==> src/adc_seq_params.svh <==
`ifndef ADC_SEQ_PARAMS_SVH
`define ADC_SEQ_PARAMS_SVH
// Register byte offsets
`define OFS_CONV_CTL 8'h08
`define OFS_SEQ_LEN 8'h2C
`define OFS_SEQ_SLOTS 8'h34
`define OFS_RESULT 8'h4C
`define OFS_OVS_CTL 8'h80
// Reset values
`define RST_CONV_CTL 32'h0000_0000
`define RST_SEQ_LEN 32'h0000_0000
`define RST_SEQ_SLOTS 32'h0000_0000
`define RST_RESULT 32'h0000_0000
`define RST_OVS_CTL 32'h0000_0000
// Field positions
`define SLOT_W 5
`define SLOT_CNT 6
`define SEQ_SLOTS_MASK 32'h3FFF_FFFF
`define SEQ_LEN_LSB 20
`define SEQ_LEN_MASK 32'h00F0_0000
`define OVS_EN_BIT 0
`define OVS_RATIO_LSB 2
`define OVS_SHIFT_LSB 5
`define OVS_TRIG_BIT 9
`define OVS_RES_LSB 12
`define OVS_LOCKED_MASK 32'h0000_03FD
`define OVS_FREE_MASK 32'h0000_3000
`define CTL_ON_BIT 0
`define CTL_SYNC_BIT 1
`define CTL_BUSY_BIT 2
`define CTL_WR_MASK 32'h0000_0003
`define SHIFT_MAX 4'h8
`define RESULT_W 16
`define ACC_W 20
// Bus answers
`define RESP_OKAY 2'h0
`define RESP_SLVERR 2'h2
`define RESP_DECERR 2'h3
`endif

==> src/adc_seq_pkg.sv <==
`default_nettype none
package adc_seq_pkg;
   // Conversion engine states
   typedef enum logic [1:0] {
      ST_IDLE,
      ST_START,
      ST_WAIT_SAMPLE,
      ST_WAIT_TRIG
   } conv_state_t;

   // Oversampler settings as held in the control register
   typedef struct packed {
      logic [1:0] resultResolution;
      logic perTriggerOversampling;
      logic [3:0] oversampleShift;
      logic [2:0] oversampleRatio;
      logic oversamplerOn;
   } ovs_cfg_t;

   // Register slave channel state, one record per clock
   typedef struct packed {
      logic [7:0] awAddr;
      logic [31:0] wData;
      logic [3:0] wStrb;
      logic awHeld;
      logic wHeld;
      logic bValid;
      logic [1:0] bResp;
      logic rValid;
      logic [1:0] rResp;
      logic [31:0] rData;
   } bus_state_t;
endpackage
`default_nettype wire

==> src/adc_sequence_data_oversampler.sv <==
// Added by the designer: the AXI4-Lite interface to the registers.
`timescale 1ns/100ps
`default_nettype none
`include "adc_seq_params.svh"
// Overview of operation
// - Five-bit slots pick channels, slot zero lowest
// - Conversion result sits in low sixteen bits
// - Sync mode shows secondary result in top half
// - Resolution field picks 12, 10, 8, 6 bits
// - Untriggered oversampling runs samples back to back
// - Triggered oversampling needs one trigger per sample, except the first sample of each slot after slot zero
// - Shift field shifts result right 0 to 8
// - Ratio field picks 2x up to 256x
// - Bit zero enables oversampler, locked while converter on
// - Sequence length is length field plus one
module adc_sequence_data_oversampler
   import adc_seq_pkg::*;
(
   input wire logic sys_clk,
   input wire logic rst_n,
   input wire logic [7:0] s_axi_awaddr,
   input wire logic s_axi_awvalid,
   output logic s_axi_awready,
   input wire logic [31:0] s_axi_wdata,
   input wire logic [3:0] s_axi_wstrb,
   input wire logic s_axi_wvalid,
   output logic s_axi_wready,
   output logic [1:0] s_axi_bresp,
   output logic s_axi_bvalid,
   input wire logic s_axi_bready,
   input wire logic [7:0] s_axi_araddr,
   input wire logic s_axi_arvalid,
   output logic s_axi_arready,
   output logic [31:0] s_axi_rdata,
   output logic [1:0] s_axi_rresp,
   output logic s_axi_rvalid,
   input wire logic s_axi_rready,
   input wire logic conversionTrigger,
   output logic convStart,
   output logic [4:0] convChannel,
   output logic [1:0] convResolution,
   input wire logic sampleValid,
   input wire logic [11:0] sampleData,
   input wire logic secondaryValid,
   input wire logic [15:0] secondaryResult,
   output logic resultValid
);

   // Channel number held in a given slot of the slots register
   function automatic logic [4:0] slotChannel(input logic [31:0] slots, input logic [3:0] idx);
      logic [4:0] ch;
      ch = 5'h00;
      for (int i = 0; i < `SLOT_CNT; i++) begin
         if (idx == 4'(i)) begin
            ch = slots[i*`SLOT_W +: `SLOT_W];
         end
      end
      return ch;
   endfunction

   // Last sample of an oversampled group: count equals ratio samples minus one
   function automatic logic ovsLast(input logic [7:0] cnt, input logic [2:0] ratio);
      logic [8:0] total;
      total = 9'h002 << ratio;
      return {1'b0, cnt} == (total - 9'h001);
   endfunction

   // Right shift of the accumulated sum, reserved codes clamp to eight
   function automatic logic [15:0] shiftResult(input logic [19:0] acc, input logic [3:0] sh);
      logic [3:0] s;
      logic [19:0] v;
      s = (sh > `SHIFT_MAX) ? `SHIFT_MAX : sh;
      v = acc >> s;
      return v[15:0];
   endfunction

   // Trigger pin passes two flops before any use
   logic trigMeta_r, trigSync_r, trigPrev_r, trigEdge;
   always_ff @(posedge sys_clk or negedge rst_n) begin
      if (!rst_n) begin
         trigMeta_r <= 1'b0;
         trigSync_r <= 1'b0;
         trigPrev_r <= 1'b0;
      end else begin
         trigMeta_r <= conversionTrigger;
         trigSync_r <= trigMeta_r;
         trigPrev_r <= trigSync_r;
      end
   end
   assign trigEdge = trigSync_r & ~trigPrev_r;

   // Register file and bus state
   logic [31:0] ctl_r, ctl_nxt, seqLen_r, seqLen_nxt, slots_r, slots_nxt;
   logic [31:0] ovs_r, ovs_nxt, result_r, result_nxt;
   bus_state_t bus_r, bus_nxt;
   logic doWrite, engineBusy, resPulse;
   logic [15:0] resValue;
   ovs_cfg_t cfg;

   assign cfg = ovs_cfg_t'({ovs_r[13:12], ovs_r[9:2], ovs_r[0]});
   assign s_axi_awready = ~bus_r.awHeld & ~bus_r.bValid;
   assign s_axi_wready = ~bus_r.wHeld & ~bus_r.bValid;
   assign s_axi_arready = ~bus_r.rValid;
   assign s_axi_bvalid = bus_r.bValid;
   assign s_axi_bresp = bus_r.bResp;
   assign s_axi_rvalid = bus_r.rValid;
   assign s_axi_rresp = bus_r.rResp;
   assign s_axi_rdata = bus_r.rData;
   assign doWrite = bus_r.awHeld & bus_r.wHeld;
   assign convResolution = cfg.resultResolution;

   // Next values of bus channels and registers
   always_comb begin
      bus_nxt = bus_r;
      ctl_nxt = ctl_r;
      seqLen_nxt = seqLen_r;
      slots_nxt = slots_r;
      ovs_nxt = ovs_r;
      result_nxt = result_r;
      if (s_axi_awvalid && s_axi_awready) begin
         bus_nxt.awAddr = s_axi_awaddr;
         bus_nxt.awHeld = 1'b1;
      end
      if (s_axi_wvalid && s_axi_wready) begin
         bus_nxt.wData = s_axi_wdata;
         bus_nxt.wStrb = s_axi_wstrb;
         bus_nxt.wHeld = 1'b1;
      end
      if (doWrite) begin
         bus_nxt.awHeld = 1'b0;
         bus_nxt.wHeld = 1'b0;
         bus_nxt.bValid = 1'b1;
         bus_nxt.bResp = `RESP_OKAY;
         if (bus_r.wStrb != 4'hF) begin
            bus_nxt.bResp = `RESP_SLVERR;
         end else if (bus_r.awAddr == `OFS_CONV_CTL) begin
            ctl_nxt = bus_r.wData & `CTL_WR_MASK;
         end else if (bus_r.awAddr == `OFS_SEQ_LEN) begin
            seqLen_nxt = bus_r.wData & `SEQ_LEN_MASK;
         end else if (bus_r.awAddr == `OFS_SEQ_SLOTS) begin
            slots_nxt = bus_r.wData & `SEQ_SLOTS_MASK;
         end else if (bus_r.awAddr == `OFS_OVS_CTL) begin
            // Oversampler fields except resolution hold while converter runs
            ovs_nxt = (ovs_r & ~`OVS_FREE_MASK) | (bus_r.wData & `OVS_FREE_MASK);
            if (!ctl_r[`CTL_ON_BIT]) begin
               ovs_nxt = bus_r.wData & (`OVS_FREE_MASK | `OVS_LOCKED_MASK);
            end
         end else if (bus_r.awAddr != `OFS_RESULT) begin
            bus_nxt.bResp = `RESP_DECERR;
         end
      end else if (bus_r.bValid && s_axi_bready) begin
         bus_nxt.bValid = 1'b0;
      end
      if (s_axi_arvalid && s_axi_arready) begin
         bus_nxt.rValid = 1'b1;
         bus_nxt.rResp = `RESP_OKAY;
         bus_nxt.rData = 32'h0000_0000;
         if (s_axi_araddr == `OFS_CONV_CTL) begin
            bus_nxt.rData = ctl_r;
            bus_nxt.rData[`CTL_BUSY_BIT] = engineBusy;
         end else if (s_axi_araddr == `OFS_SEQ_LEN) begin
            bus_nxt.rData = seqLen_r;
         end else if (s_axi_araddr == `OFS_SEQ_SLOTS) begin
            bus_nxt.rData = slots_r;
         end else if (s_axi_araddr == `OFS_RESULT) begin
            bus_nxt.rData = result_r;
         end else if (s_axi_araddr == `OFS_OVS_CTL) begin
            bus_nxt.rData = ovs_r;
         end else begin
            bus_nxt.rResp = `RESP_DECERR;
         end
      end else if (bus_r.rValid && s_axi_rready) begin
         bus_nxt.rValid = 1'b0;
      end
      // Result capture, read-only to software
      if (resPulse) begin
         result_nxt[15:0] = resValue;
      end
      if (secondaryValid && ctl_r[`CTL_SYNC_BIT]) begin
         result_nxt[31:16] = secondaryResult;
      end
   end

   // Bus and register flops
   always_ff @(posedge sys_clk or negedge rst_n) begin
      if (!rst_n) begin
         bus_r <= '0; // Channels idle, OKAY response
         ctl_r <= `RST_CONV_CTL;
         seqLen_r <= `RST_SEQ_LEN;
         slots_r <= `RST_SEQ_SLOTS;
         ovs_r <= `RST_OVS_CTL;
         result_r <= `RST_RESULT;
      end else begin
         bus_r <= bus_nxt;
         ctl_r <= ctl_nxt;
         seqLen_r <= seqLen_nxt;
         slots_r <= slots_nxt;
         ovs_r <= ovs_nxt;
         result_r <= result_nxt;
      end
   end

   // Conversion engine state
   conv_state_t state_r, state_nxt;
   logic [3:0] slot_r, slot_nxt, seqLast;
   logic [7:0] cnt_r, cnt_nxt;
   logic [19:0] acc_r, acc_nxt, accSum;
   logic [4:0] chan_r, chan_nxt;
   logic resPulse_r, resPulse_nxt;
   logic [15:0] resValue_r, resValue_nxt;

   assign seqLast = seqLen_r[`SEQ_LEN_LSB +: 4];
   assign accSum = acc_r + {8'h00, sampleData};
   assign engineBusy = (state_r != ST_IDLE);
   assign convStart = (state_r == ST_START);
   assign convChannel = chan_r;
   assign resPulse = resPulse_r;
   assign resValue = resValue_r;
   assign resultValid = resPulse_r;

   // Sequence stepping, oversampling and triggering
   always_comb begin
      state_nxt = state_r;
      slot_nxt = slot_r;
      cnt_nxt = cnt_r;
      acc_nxt = acc_r;
      chan_nxt = chan_r;
      resPulse_nxt = 1'b0;
      resValue_nxt = resValue_r;
      case (state_r)
         ST_IDLE: begin
            if (ctl_r[`CTL_ON_BIT] && trigEdge) begin
               slot_nxt = 4'h0;
               cnt_nxt = 8'h00;
               acc_nxt = 20'h00000;
               chan_nxt = slotChannel(slots_r, 4'h0);
               state_nxt = ST_START;
            end
         end
         ST_START: begin
            state_nxt = ST_WAIT_SAMPLE;
         end
         ST_WAIT_SAMPLE: begin
            if (sampleValid) begin
               if (cfg.oversamplerOn && !ovsLast(cnt_r, cfg.oversampleRatio)) begin
                  acc_nxt = accSum;
                  cnt_nxt = cnt_r + 8'h01;
                  state_nxt = cfg.perTriggerOversampling ? ST_WAIT_TRIG : ST_START;
               end else begin
                  resPulse_nxt = 1'b1;
                  resValue_nxt = cfg.oversamplerOn ?
                     shiftResult(accSum, cfg.oversampleShift) : {4'h0, sampleData};
                  acc_nxt = 20'h00000;
                  cnt_nxt = 8'h00;
                  if (slot_r == seqLast) begin
                     state_nxt = ST_IDLE;
                  end else begin
                     slot_nxt = slot_r + 4'h1;
                     chan_nxt = slotChannel(slots_r, slot_r + 4'h1);
                     state_nxt = ST_START;
                  end
               end
            end
         end
         ST_WAIT_TRIG: begin
            if (trigEdge) begin
               state_nxt = ST_START;
            end
         end
         default: begin
            state_nxt = ST_IDLE;
         end
      endcase
      if (!ctl_r[`CTL_ON_BIT]) begin
         state_nxt = ST_IDLE;
      end
   end

   // Engine flops
   always_ff @(posedge sys_clk or negedge rst_n) begin
      if (!rst_n) begin
         state_r <= ST_IDLE;
         slot_r <= 4'h0;
         cnt_r <= 8'h00;
         acc_r <= 20'h00000;
         chan_r <= 5'h00;
         resPulse_r <= 1'b0;
         resValue_r <= 16'h0000;
      end else begin
         state_r <= state_nxt;
         slot_r <= slot_nxt;
         cnt_r <= cnt_nxt;
         acc_r <= acc_nxt;
         chan_r <= chan_nxt;
         resPulse_r <= resPulse_nxt;
         resValue_r <= resValue_nxt;
      end
   end
endmodule // adc_sequence_data_oversampler
`default_nettype wire

==> config.mk <==
export PLATFORM = sky130hd
export DESIGN_NAME = adc_sequence_data_oversampler
export DESIGN_NICKNAME = d
export VERILOG_FILES = /design/src/adc_seq_pkg.sv /design/src/adc_sequence_data_oversampler.sv
export VERILOG_INCLUDE_DIRS = /design/src
export SDC_FILE = /design/constraint.sdc
export NUM_CORES = 1
export LEC_CHECK = 0
export ABC_CLOCK_PERIOD_IN_PS = 3200
export BUFFER_PORTS_ARGS = -buffer_cell sky130_fd_sc_hd__buf_4
export CORE_UTILIZATION = 25
export CTS_BUF_LIST = sky130_fd_sc_hd__clkbuf_16
export DETAILED_ROUTE_END_ITERATION = 10
export PLACE_DENSITY = 0.49
export REMOVE_ABC_BUFFERS = 1
export SYNTH_ARGS = -nofsm -noshare
export SYNTH_HDL_FRONTEND = slang
export SYNTH_SLANG_ARGS = --single-unit
==> constraint.sdc <==
create_clock -name sys_clk -period 3.2 [get_ports sys_clk]
set_clock_uncertainty 0.1 [all_clocks]
set_input_delay 0.48 -clock sys_clk [delete_from_list [all_inputs] [get_ports sys_clk]]
set_output_delay 0.48 -clock sys_clk [all_outputs]
set_load 0.005 [all_outputs]
After elaboration in Yosys (flattened, before gate mapping)
Index checks and enable logic that the tools add are counted.
{ "op_classes": {"addsub": 4, "n_lt_le_gt_ge": 1, "n_eq_ne": 28, "shifts": 2, "mux": 61, "bitwise": 15, "reduce_logical": 25} }
{ "op_table": {"columns": ["operator", "n"], "rows": [
  ["32-bit 2-to-1 mux", 6],
  ["20-bit 2-to-1 mux", 3],
  ["5-bit 2-to-1 mux", 10],
  ["20-bit case mux with 2 select lines", 1],
  ["2-bit 2-to-1 mux", 18],
  ["8-bit by 6-bit equality test with 1-bit output, second input constant", 4],
  ["32-bit by 14-bit OR with 32-bit output", 1],
  ["8-bit 2-to-1 mux", 3],
  ["20-bit by 12-bit adder with 20-bit output", 1],
  ["4-bit 2-to-1 mux", 5],
  ["20-bit by 4-bit >> shifter with 16-bit output", 1],
  ["8-bit by 4-bit equality test with 1-bit output, second input constant", 2],
  ["8-bit equality test, second input constant", 2],
  ["16-bit 2-to-1 mux", 1],
  ["8-bit case mux with 2 select lines", 1],
  ["3-bit AND reduction", 4],
  ["2-bit nonzero test", 6],
  ["1-bit 2-to-1 mux", 10],
  ["1-bit NOT", 10],
  ["5-bit case mux with 2 select lines", 1],
  ["5-bit AND reduction", 2],
  ["8-bit by 9-bit equality test with 1-bit output", 1],
  ["3-bit inequality test, second input constant", 3],
  ["2-bit by 3-bit left shift with 9-bit output, first input constant", 1],
  ["other kinds (23)", 39]
]} }
{ "word_totals": {"ff_bits": 241, "input_bits": 90, "out_inout_bits": 50, "word_cells": 162} }

Longest topological paths before layout
Gate-level depths: netlist of the first run.
{ "logic_depth": {"word_depth": 12, "mapped_depth": 12, "depth_no_buf": 12} }

Least setup slack after synthesis of the first run
OpenSTA, ideal clock, no wires.
{ "synth_timing": {"path_kind": "input-to-reg", "startpoint": "in sampleData[0]", "endpoint": "reg resValue_r[10], in the netlist resValue[10]", "setup_ns": 0.134, "arrival_ns": 2.924, "t_required_ns": 2.966, "setup_slack_ns": 0.042, "stages": 12, "path_buffers": 0, "path_cell_list": "ha_1 > inv_1 > fa_1 > nand2b_1 > a211oi_1 > o21a_1 > a221oi_4 > o21a_1 > or2_2 > o2bb2ai_1 > o31ai_1 > a32oi_1"} }
{ "synth_between": {"elab_chain_len": 3} }
{ "synth_rtl": {"columns": ["element", "line", "text"], "rows": [
  ["from (decl)", "adc_sequence_data_oversampler.sv:43", "input wire logic [11:0] sampleData,"],
  ["20-bit by 12-bit adder with 20-bit output", "adc_sequence_data_oversampler.sv:213", "assign accSum = acc_r + {8'h00, sampleData};"],
  ["20-bit by 4-bit >> shifter with 16-bit output", "adc_sequence_data_oversampler.sv:73", "v = acc >> s;"],
  ["16-bit 2-to-1 mux", "adc_sequence_data_oversampler.sv:251", "resValue_nxt = cfg.oversamplerOn ?"],
  ["to (signal assigned)", "adc_sequence_data_oversampler.sv:296", "resValue_r <= resValue_nxt;"],
  ["to (decl)", "adc_sequence_data_oversampler.sv:210", "logic [15:0] resValue_r, resValue_nxt;"]
]} }
No other way between the ends.
A chain may end at the register's enable or synchronous reset.

Final worst setup path of the first run
{ "layout_timing": {"startpoint": "reg acc_r[5]", "endpoint": "reg resValue_r[12], in the netlist resValue[12]"} }
{ "layout_between": {"elab_chain_len": 3} }
{ "layout_rtl": {"columns": ["element", "line", "text"], "rows": [
  ["from (decl)", "adc_sequence_data_oversampler.sv:207", "logic [19:0] acc_r, acc_nxt, accSum;"],
  ["from (signal assigned)", "adc_sequence_data_oversampler.sv:293", "acc_r <= acc_nxt;"],
  ["20-bit by 12-bit adder with 20-bit output", "adc_sequence_data_oversampler.sv:213", null],
  ["20-bit by 4-bit >> shifter with 16-bit output", "adc_sequence_data_oversampler.sv:73", null],
  ["16-bit 2-to-1 mux", "adc_sequence_data_oversampler.sv:251", null]
]} }
No other way between the ends.

==> results of run 1 <==
==> synthesized netlist by cell type, types with 7 or more instances <==
cell and instances:
a22oi_1 16, o21ai_0 102, a211oi_1 10, a21oi_1 41, a221oi_1 8, and3_1 9, a222oi_1 13, clkbuf_1 55
mux2_2 117, nor2_1 54, inv_1 33, o211ai_1 15, ha_1 21, nand2b_1 10, nand2_1 129, dfrtp_1 219
nor3_1 26, nand3_1 21, buf_4 38, nand4_1 9, mux2i_1 14, xor2_1 9, xnor2_1 12, a22o_1 7
o31ai_1 19, a31oi_1 8
==> final timing paths <==
kind / depth (start not counted) / slack [ps] / endpoint
max: 12 / 70 / resValue[12]
min in group asynchronous: 2 / 450 / s_axi_rvalid
max reg2reg: 12 / 70 / resValue[12]
min reg2reg: 0 / 250 / trigSync_r
max in group asynchronous: 3 / 1760 / s_axi_bresp[1]
min: 2 / 20 / s_axi_bvalid
==> sequential cells by signal (all words and copies together), names as in the netlist, 2 cells and up <==
name and count:
s_axi_bresp 2, seqLen_r 4, ctl_r 2, s_axi_rdata 32, ovs_r 11, state_r 2
slot_r 4, resValue 16, slots_r 30, result_r 32, bus_r 44, cnt_r 8
acc_r 20, convChannel 5
==> through the flow <==
step | setup TNS [ps] | setup WS [ps] | hold slack [ps]
after floorplan | -908 | -229 | 84.4
after global placement | -2310 | -281 | 239
after detailed placement | -3350 | -348 | 240
after CTS | 0 | 16.0 | 1.67
after global routing | -18.4 | -8.63 | 13.6
final | 0 | 72.7 | 24.0
==> report_power, final <==
| group | switching (W) | leakage [nW] | total, W | internal, W |
|---|---|---|---|---|
| logic | 0.000428 | 3.27 | 0.000970 | 0.000542 |
| clock network | 0.00120 | 0.411 | 0.00281 | 0.00160 |
| registers | 0.000256 | 2.90 | 0.00336 | 0.00310 |
| total | 0.00189 | 6.58 | 0.00713 | 0.00524 |
==> area by class of cell <==
class | count | area, um^2 | share of cell area, %
Timing Repair Buffer | 249 | 1920 | 13.2
Sequential cell | 219 | 5480 | 37.6
Inverter | 33 | 124 | 0.850
Clock buffer | 27 | 676 | 4.64
Multi-Input combinational cell | 775 | 5500 | 37.8
Tap cell | 600 | 751 | 5.15
Clock inverter | 19 | 123 | 0.841
==> worst register-to-register path: stages (launching register included) <==
cell	delay [ps]
dfrtp_1	410
ha_4	230
a21o_1	200
a211o_1	290
o21a_4	210
a221oi_4	450
buf_4	210
nor3_1	60
buf_4	150
or2_1	230
a31oi_1	200
o21ai_1	100
a22o_1	180
==> timing repair <==
action,4_1_cts,5_1_grt
pin swaps,3,8
gates resized for setup,5,17
endpoints found under the hold margin,79,0
setup endpoints to repair,10,13
hold buffers,2,0
setup buffers,1,2
==> routing by layer <==
| layer | vias up | GRT usage (%) |
|---|---|---|
| met5 | - | 0 |
| met4 | 0 | 3.97 |
| met3 | 39 | 2.02 |
| met2 | 256 | 23.6 |
| met1 | 4696 | 21.7 |
| li1 | 4435 | - |
==> cell families after synthesis <==
| kind of cell | after synthesis | synth area share (%) |
|---|---|---|
| AOI/OAI and AO/OA | 302 | 17.4 |
| and+or+nand+nor | 296 | 12.0 |
| DFF | 219 | 47.7 |
| muxes | 134 | 13.3 |
| buffers and inverters | 131 | 5.54 |
| adders and majority gates | 22 | 2.46 |
| xor gates and xnor gates | 21 | 1.60 |
==> cells in the final DEF, fill, tap and decap left out, types with 9 or more instances in the layout <==
master and count:
a21oi_1 41, a222oi_1 13, a22oi_1 16, and3_1 9
buf_4 243, clkbuf_16 27, dfrtp_1 219, ha_1 19
inv_1 37, mux2_2 117, mux2i_1 14, nand2_1 129
nand2b_1 9, nand3_1 21, nand4_1 9, nor2_1 54
nor3_1 23, o211ai_1 15, o21ai_0 101, o31ai_1 18
xnor2_1 11, xor2_1 9
==> impl_metrics.env, run 1 <==
export IMPL_outcome="complete, no violations"
export IMPL_yosys_area_top_type="dfrtp_1"
export IMPL_synth_cells=1125
export IMPL_antenna_found_initial=0
export IMPL_cts_max_path_buffers=3
export IMPL_crit_chain="ha_4 > a21o_1 > a211o_1 > o21a_4 > a221oi_4 > buf_4 > nor3_1 > buf_4 > or2_1 > a31oi_1 > o21ai_1 > a22o_1"
export IMPL_async_flop_share_pct=100
export IMPL_crit_fanout=7
export IMPL_viasPerCell=4.90
export IMPL_start_kind="flip-flop"
export IMPL_placed_area_um2=13600
export IMPL_rsz0062_at_grt="true"
export IMPL_final_util_pct=32.1
export IMPL_dr_wl_met2_mm=16.0
export IMPL_wl_met3_mm=1.80
export IMPL_min_period_ps=3130
export IMPL_layout_nets=1416
export IMPL_synth_edff_count=0
export IMPL_htree_levels=1
export IMPL_clk_pin_slew_ps=60
export IMPL_dp_hpwl_mm=25.9
export IMPL_worstPathArrival_ps=3450
export IMPL_port_buffers=137
export IMPL_fp_row_count=78
export IMPL_crit_top_cell="buf_4"
export IMPL_dieArea_um2=46800
export IMPL_fp_coreArea_um2=45400
export IMPL_drv_slew=0
export IMPL_postRouteWirelength_mm=35.4
export IMPL_cap_violations=0
export IMPL_syn_area_um2=11500
export IMPL_cts_root_buf="clkbuf_16"
export IMPL_die_h_um=216
export IMPL_yosysSeqAreaShare_pct=47.7
export IMPL_path_delay_family="compound AO/OA/AOI/OAI gates"
export IMPL_critPathLaunch="acc_r[5]"
export IMPL_yosys_area_top_type_share_pct=47.7
export IMPL_wirelength_met1_mm=16.8
export IMPL_synth_cell_types=71
export IMPL_dp_cells=1872
export IMPL_cp_end_kind="flip-flop"
export IMPL_power_density_nw_per_um2=489
export IMPL_slowest_stage="a221oi_4"
export IMPL_syn_avg_cell_area_um2=10.2
export IMPL_pin_count=140
export IMPL_dr_pass1_iters=7
export IMPL_required_ps=3530
export IMPL_min_delay_start="s_axi_bready"
export IMPL_wl_per_cell_um=18.4
export IMPL_setup_viol=0
export IMPL_fmax_ghz=0.320
export IMPL_nFillCells=4698
export IMPL_finalHoldViolCount=0
export IMPL_gp_congestion=0.852
export IMPL_netlist_top_cells_area="dfrtp_1, mux2_2, o21ai_0, nand2_1, buf_4"
export IMPL_area_growth_pct=26.9
export IMPL_power_total_w=0.00713
export IMPL_ir_drop_v=0.000432
export IMPL_p_leak_nw=6.58
export IMPL_relSlewSlack_pct=38.7
export IMPL_crit_reg2reg_launch="acc_r[5]"
export IMPL_grt_max_degree=85
export IMPL_ant_nets=0
export IMPL_start_util_pct=25.3
export IMPL_post_route_period_util_pct=97.7
export IMPL_grt_remaining_overflow=0
export IMPL_clk_latency_ps=540
export IMPL_cts_sinks=219
export IMPL_slowest_delay_ps=450
export IMPL_hold_path_class="input pin to flip-flop"
export IMPL_die_w_um=216
export IMPL_vias=9426
export IMPL_drive_gt1_share_pct=32.6
export IMPL_cts_tree="done"
export IMPL_antenna_cells=0
export IMPL_final_cells=1922
export IMPL_cp_num_buf_inv=2
export IMPL_synth_seq_cells=219
export IMPL_grt_pass1_wl_mm=55.4
export IMPL_tightest_slew_ps=920
export IMPL_numCtsBuffers=26
export IMPL_critPathKind="flip-flop to flip-flop"
export IMPL_drt_initial_drc_count=723
export IMPL_drc=0
export IMPL_grt_usage_pct=15.1
export IMPL_synthFlopType="dfrtp_1"
export IMPL_grt_pass1_vias=9433
export IMPL_highest_layer="met4"
export IMPL_yosysWarningCount=0
export IMPL_fin_area_um2=14600
Power figures use the tool's default switching activity.
==> inputs of run 2 (changes only) <==
--- a/config.mk
+++ b/config.mk
@@ -13,6 +13,7 @@
 export DETAILED_ROUTE_END_ITERATION = 10
 export PLACE_DENSITY = 0.49
 export REMOVE_ABC_BUFFERS = 1
+export SETUP_SLACK_MARGIN = 0.1
 export SYNTH_ARGS = -nofsm -noshare
 export SYNTH_HDL_FRONTEND = slang
 export SYNTH_SLANG_ARGS = --single-unit
==> run 2 against run 1 <==
  * Non-clock buffer count increased by 2
  * Largest cell class unchanged
  * Via count is 0.25% lower
  * Critical path type unchanged
  * Sequential power hardly changed
  * Combinational power is 0.5% higher
  * Largest power group unchanged
==> impl_metrics.env, run 2 (synthesis results as in run 1) <==
export IMPL_p_leak_nw=6.63
export IMPL_nFillCells=4688
export IMPL_dr_pass1_iters=9
export IMPL_die_h_um=216
export IMPL_relSlewSlack_pct=38.5
export IMPL_vias=9402
export IMPL_postRouteWirelength_mm=35.3
export IMPL_power_total_w=0.00714
export IMPL_htree_levels=1
export IMPL_fmax_ghz=0.322
export IMPL_drt_initial_drc_count=668
export IMPL_rsz0062_at_grt="true"
export IMPL_largest_register_ff_count=44
export IMPL_final_cell_mix="buf_4, dfrtp_1, nand2_1"
export IMPL_viasPerCell=4.89
export IMPL_cts_max_path_buffers=3
export IMPL_fp_row_count=78
export IMPL_cts_tree="done"
export IMPL_ir_drop_v=0.000433
export IMPL_setup_viol=0
export IMPL_clk_latency_ps=540
export IMPL_fin_area_um2=14700
export IMPL_power_density_nw_per_um2=486
export IMPL_ant_nets=0
export IMPL_die_w_um=216
export IMPL_critPathKind="flip-flop to flip-flop"
export IMPL_grt_max_degree=85
export IMPL_drv_slew=0
export IMPL_finalHoldViolCount=0
export IMPL_port_buffers=137
export IMPL_placed_area_um2=13600
export IMPL_antenna_cells=0
export IMPL_layout_nets=1418
export IMPL_dp_hpwl_mm=25.9
export IMPL_grt_pass1_vias=9448
export IMPL_regMostFlops="bus_r"
export IMPL_multi_input_area_um2=5590
export IMPL_fp_coreArea_um2=45400
export IMPL_worstPathArrival_ps=3430
export IMPL_numCtsBuffers=26
export IMPL_grt_pass1_wl_mm=55.5
export IMPL_cap_violations=0
export IMPL_drc=0
export IMPL_dieArea_um2=46800
export IMPL_area_growth_pct=27.9
export IMPL_pin_count=140
export IMPL_antenna_found_initial=0
export IMPL_clk_pin_slew_ps=60
export IMPL_cp_end_kind="flip-flop"
export IMPL_start_kind="flip-flop"
export IMPL_drive_gt1_share_pct=34.0
export IMPL_grt_usage_pct=15.1
export IMPL_post_route_period_util_pct=96.9
export IMPL_grt_remaining_overflow=0
export IMPL_tightest_slew_ps=923
export IMPL_seq_area_um2=5480
export IMPL_gp_congestion=0.852
export IMPL_required_ps=3530
export IMPL_start_util_pct=25.3
export IMPL_wl_per_cell_um=18.3
export IMPL_crit_fanout=6
export IMPL_cts_root_buf="clkbuf_16"
export IMPL_outcome="complete, no violations"
export IMPL_cts_sinks=219
export IMPL_min_period_ps=3100
export IMPL_final_common_cell="buf_4"
export IMPL_hold_path_class="input pin to flip-flop"
==> run 2: cell type report <==
class	count	share of cell area, %
clock buffers	27	4.60
clock inverters	19	0.835
repair buffers	251	13.2
well taps	600	5.11
inverters	33	0.843
flip-flops and latches	219	37.3
multi-input cells	775	38.1
==> run 2: critical path, stage by stage, from the launching register on <==
cell,delay [ps]
dfrtp_1,400
ha_4,170
inv_2,50
fa_2,200
nand2b_4,130
a211oi_2,70
buf_4,160
o21a_4,200
a221oi_4,460
xnor2_2,150
mux4_2,500
nand2_1,90
o211ai_1,90
a22o_1,200
==> run 2: worst paths after layout <==
check / from / end / slack (ps) / cells past startpoint
max: acc_r[0] / resValue[6] / 100 / 13
min in group asynchronous: rst_n / s_axi_rvalid / 450 / 2
min reg2reg: trigMeta_r / trigSync_r / 250 / 0
min: s_axi_bready / s_axi_bvalid / 20 / 2
max reg2reg: acc_r[0] / resValue[6] / 100 / 13
max in group asynchronous: rst_n / result_r[27] / 1760 / 3
==> run 2: repair_timing <==
action / 4_1_cts / 5_1_grt
endpoints found under the setup margin: 11 / 13
resized for setup: 13 / 29
hold buffers: 2 / 0
setup buffers: 2 / 4
pin swaps: 8 / 22
hold endpoints to repair: 79 / 0
==> run 2: stage by stage <==
step	util [%]	hold WS, ps	TNS [ps]	worst slack, ps	std cells
5_1_grt	32.4	13.6	0	2.91	1924
4_1_cts	32.0	1.67	0	94.9	1921
3_3_place_gp	30.0	239	-2310	-281	1872
6_report	32.4	23.7	0	99.0	1924
2_1_floorplan	-	84.4	-908	-229	1027
3_5_place_dp	30.0	240	-3350	-348	1872
==> run 2: report_power, final <==
part           total (W)  switching [W]  internal, W
clock network    0.00281        0.00121      0.00160
registers        0.00336       0.000257      0.00310
logic           0.000975       0.000430     0.000545
total            0.00714        0.00190      0.00525
==> run 2: per-layer routing <==
layer | share of wire (%) | GRT usage, %
met1 | 48 | 21.7
met2 | 45 | 23.6
met3 | 4.9 | 2.02
met4 | 2.1 | 3.97
met5 | 0 | 0
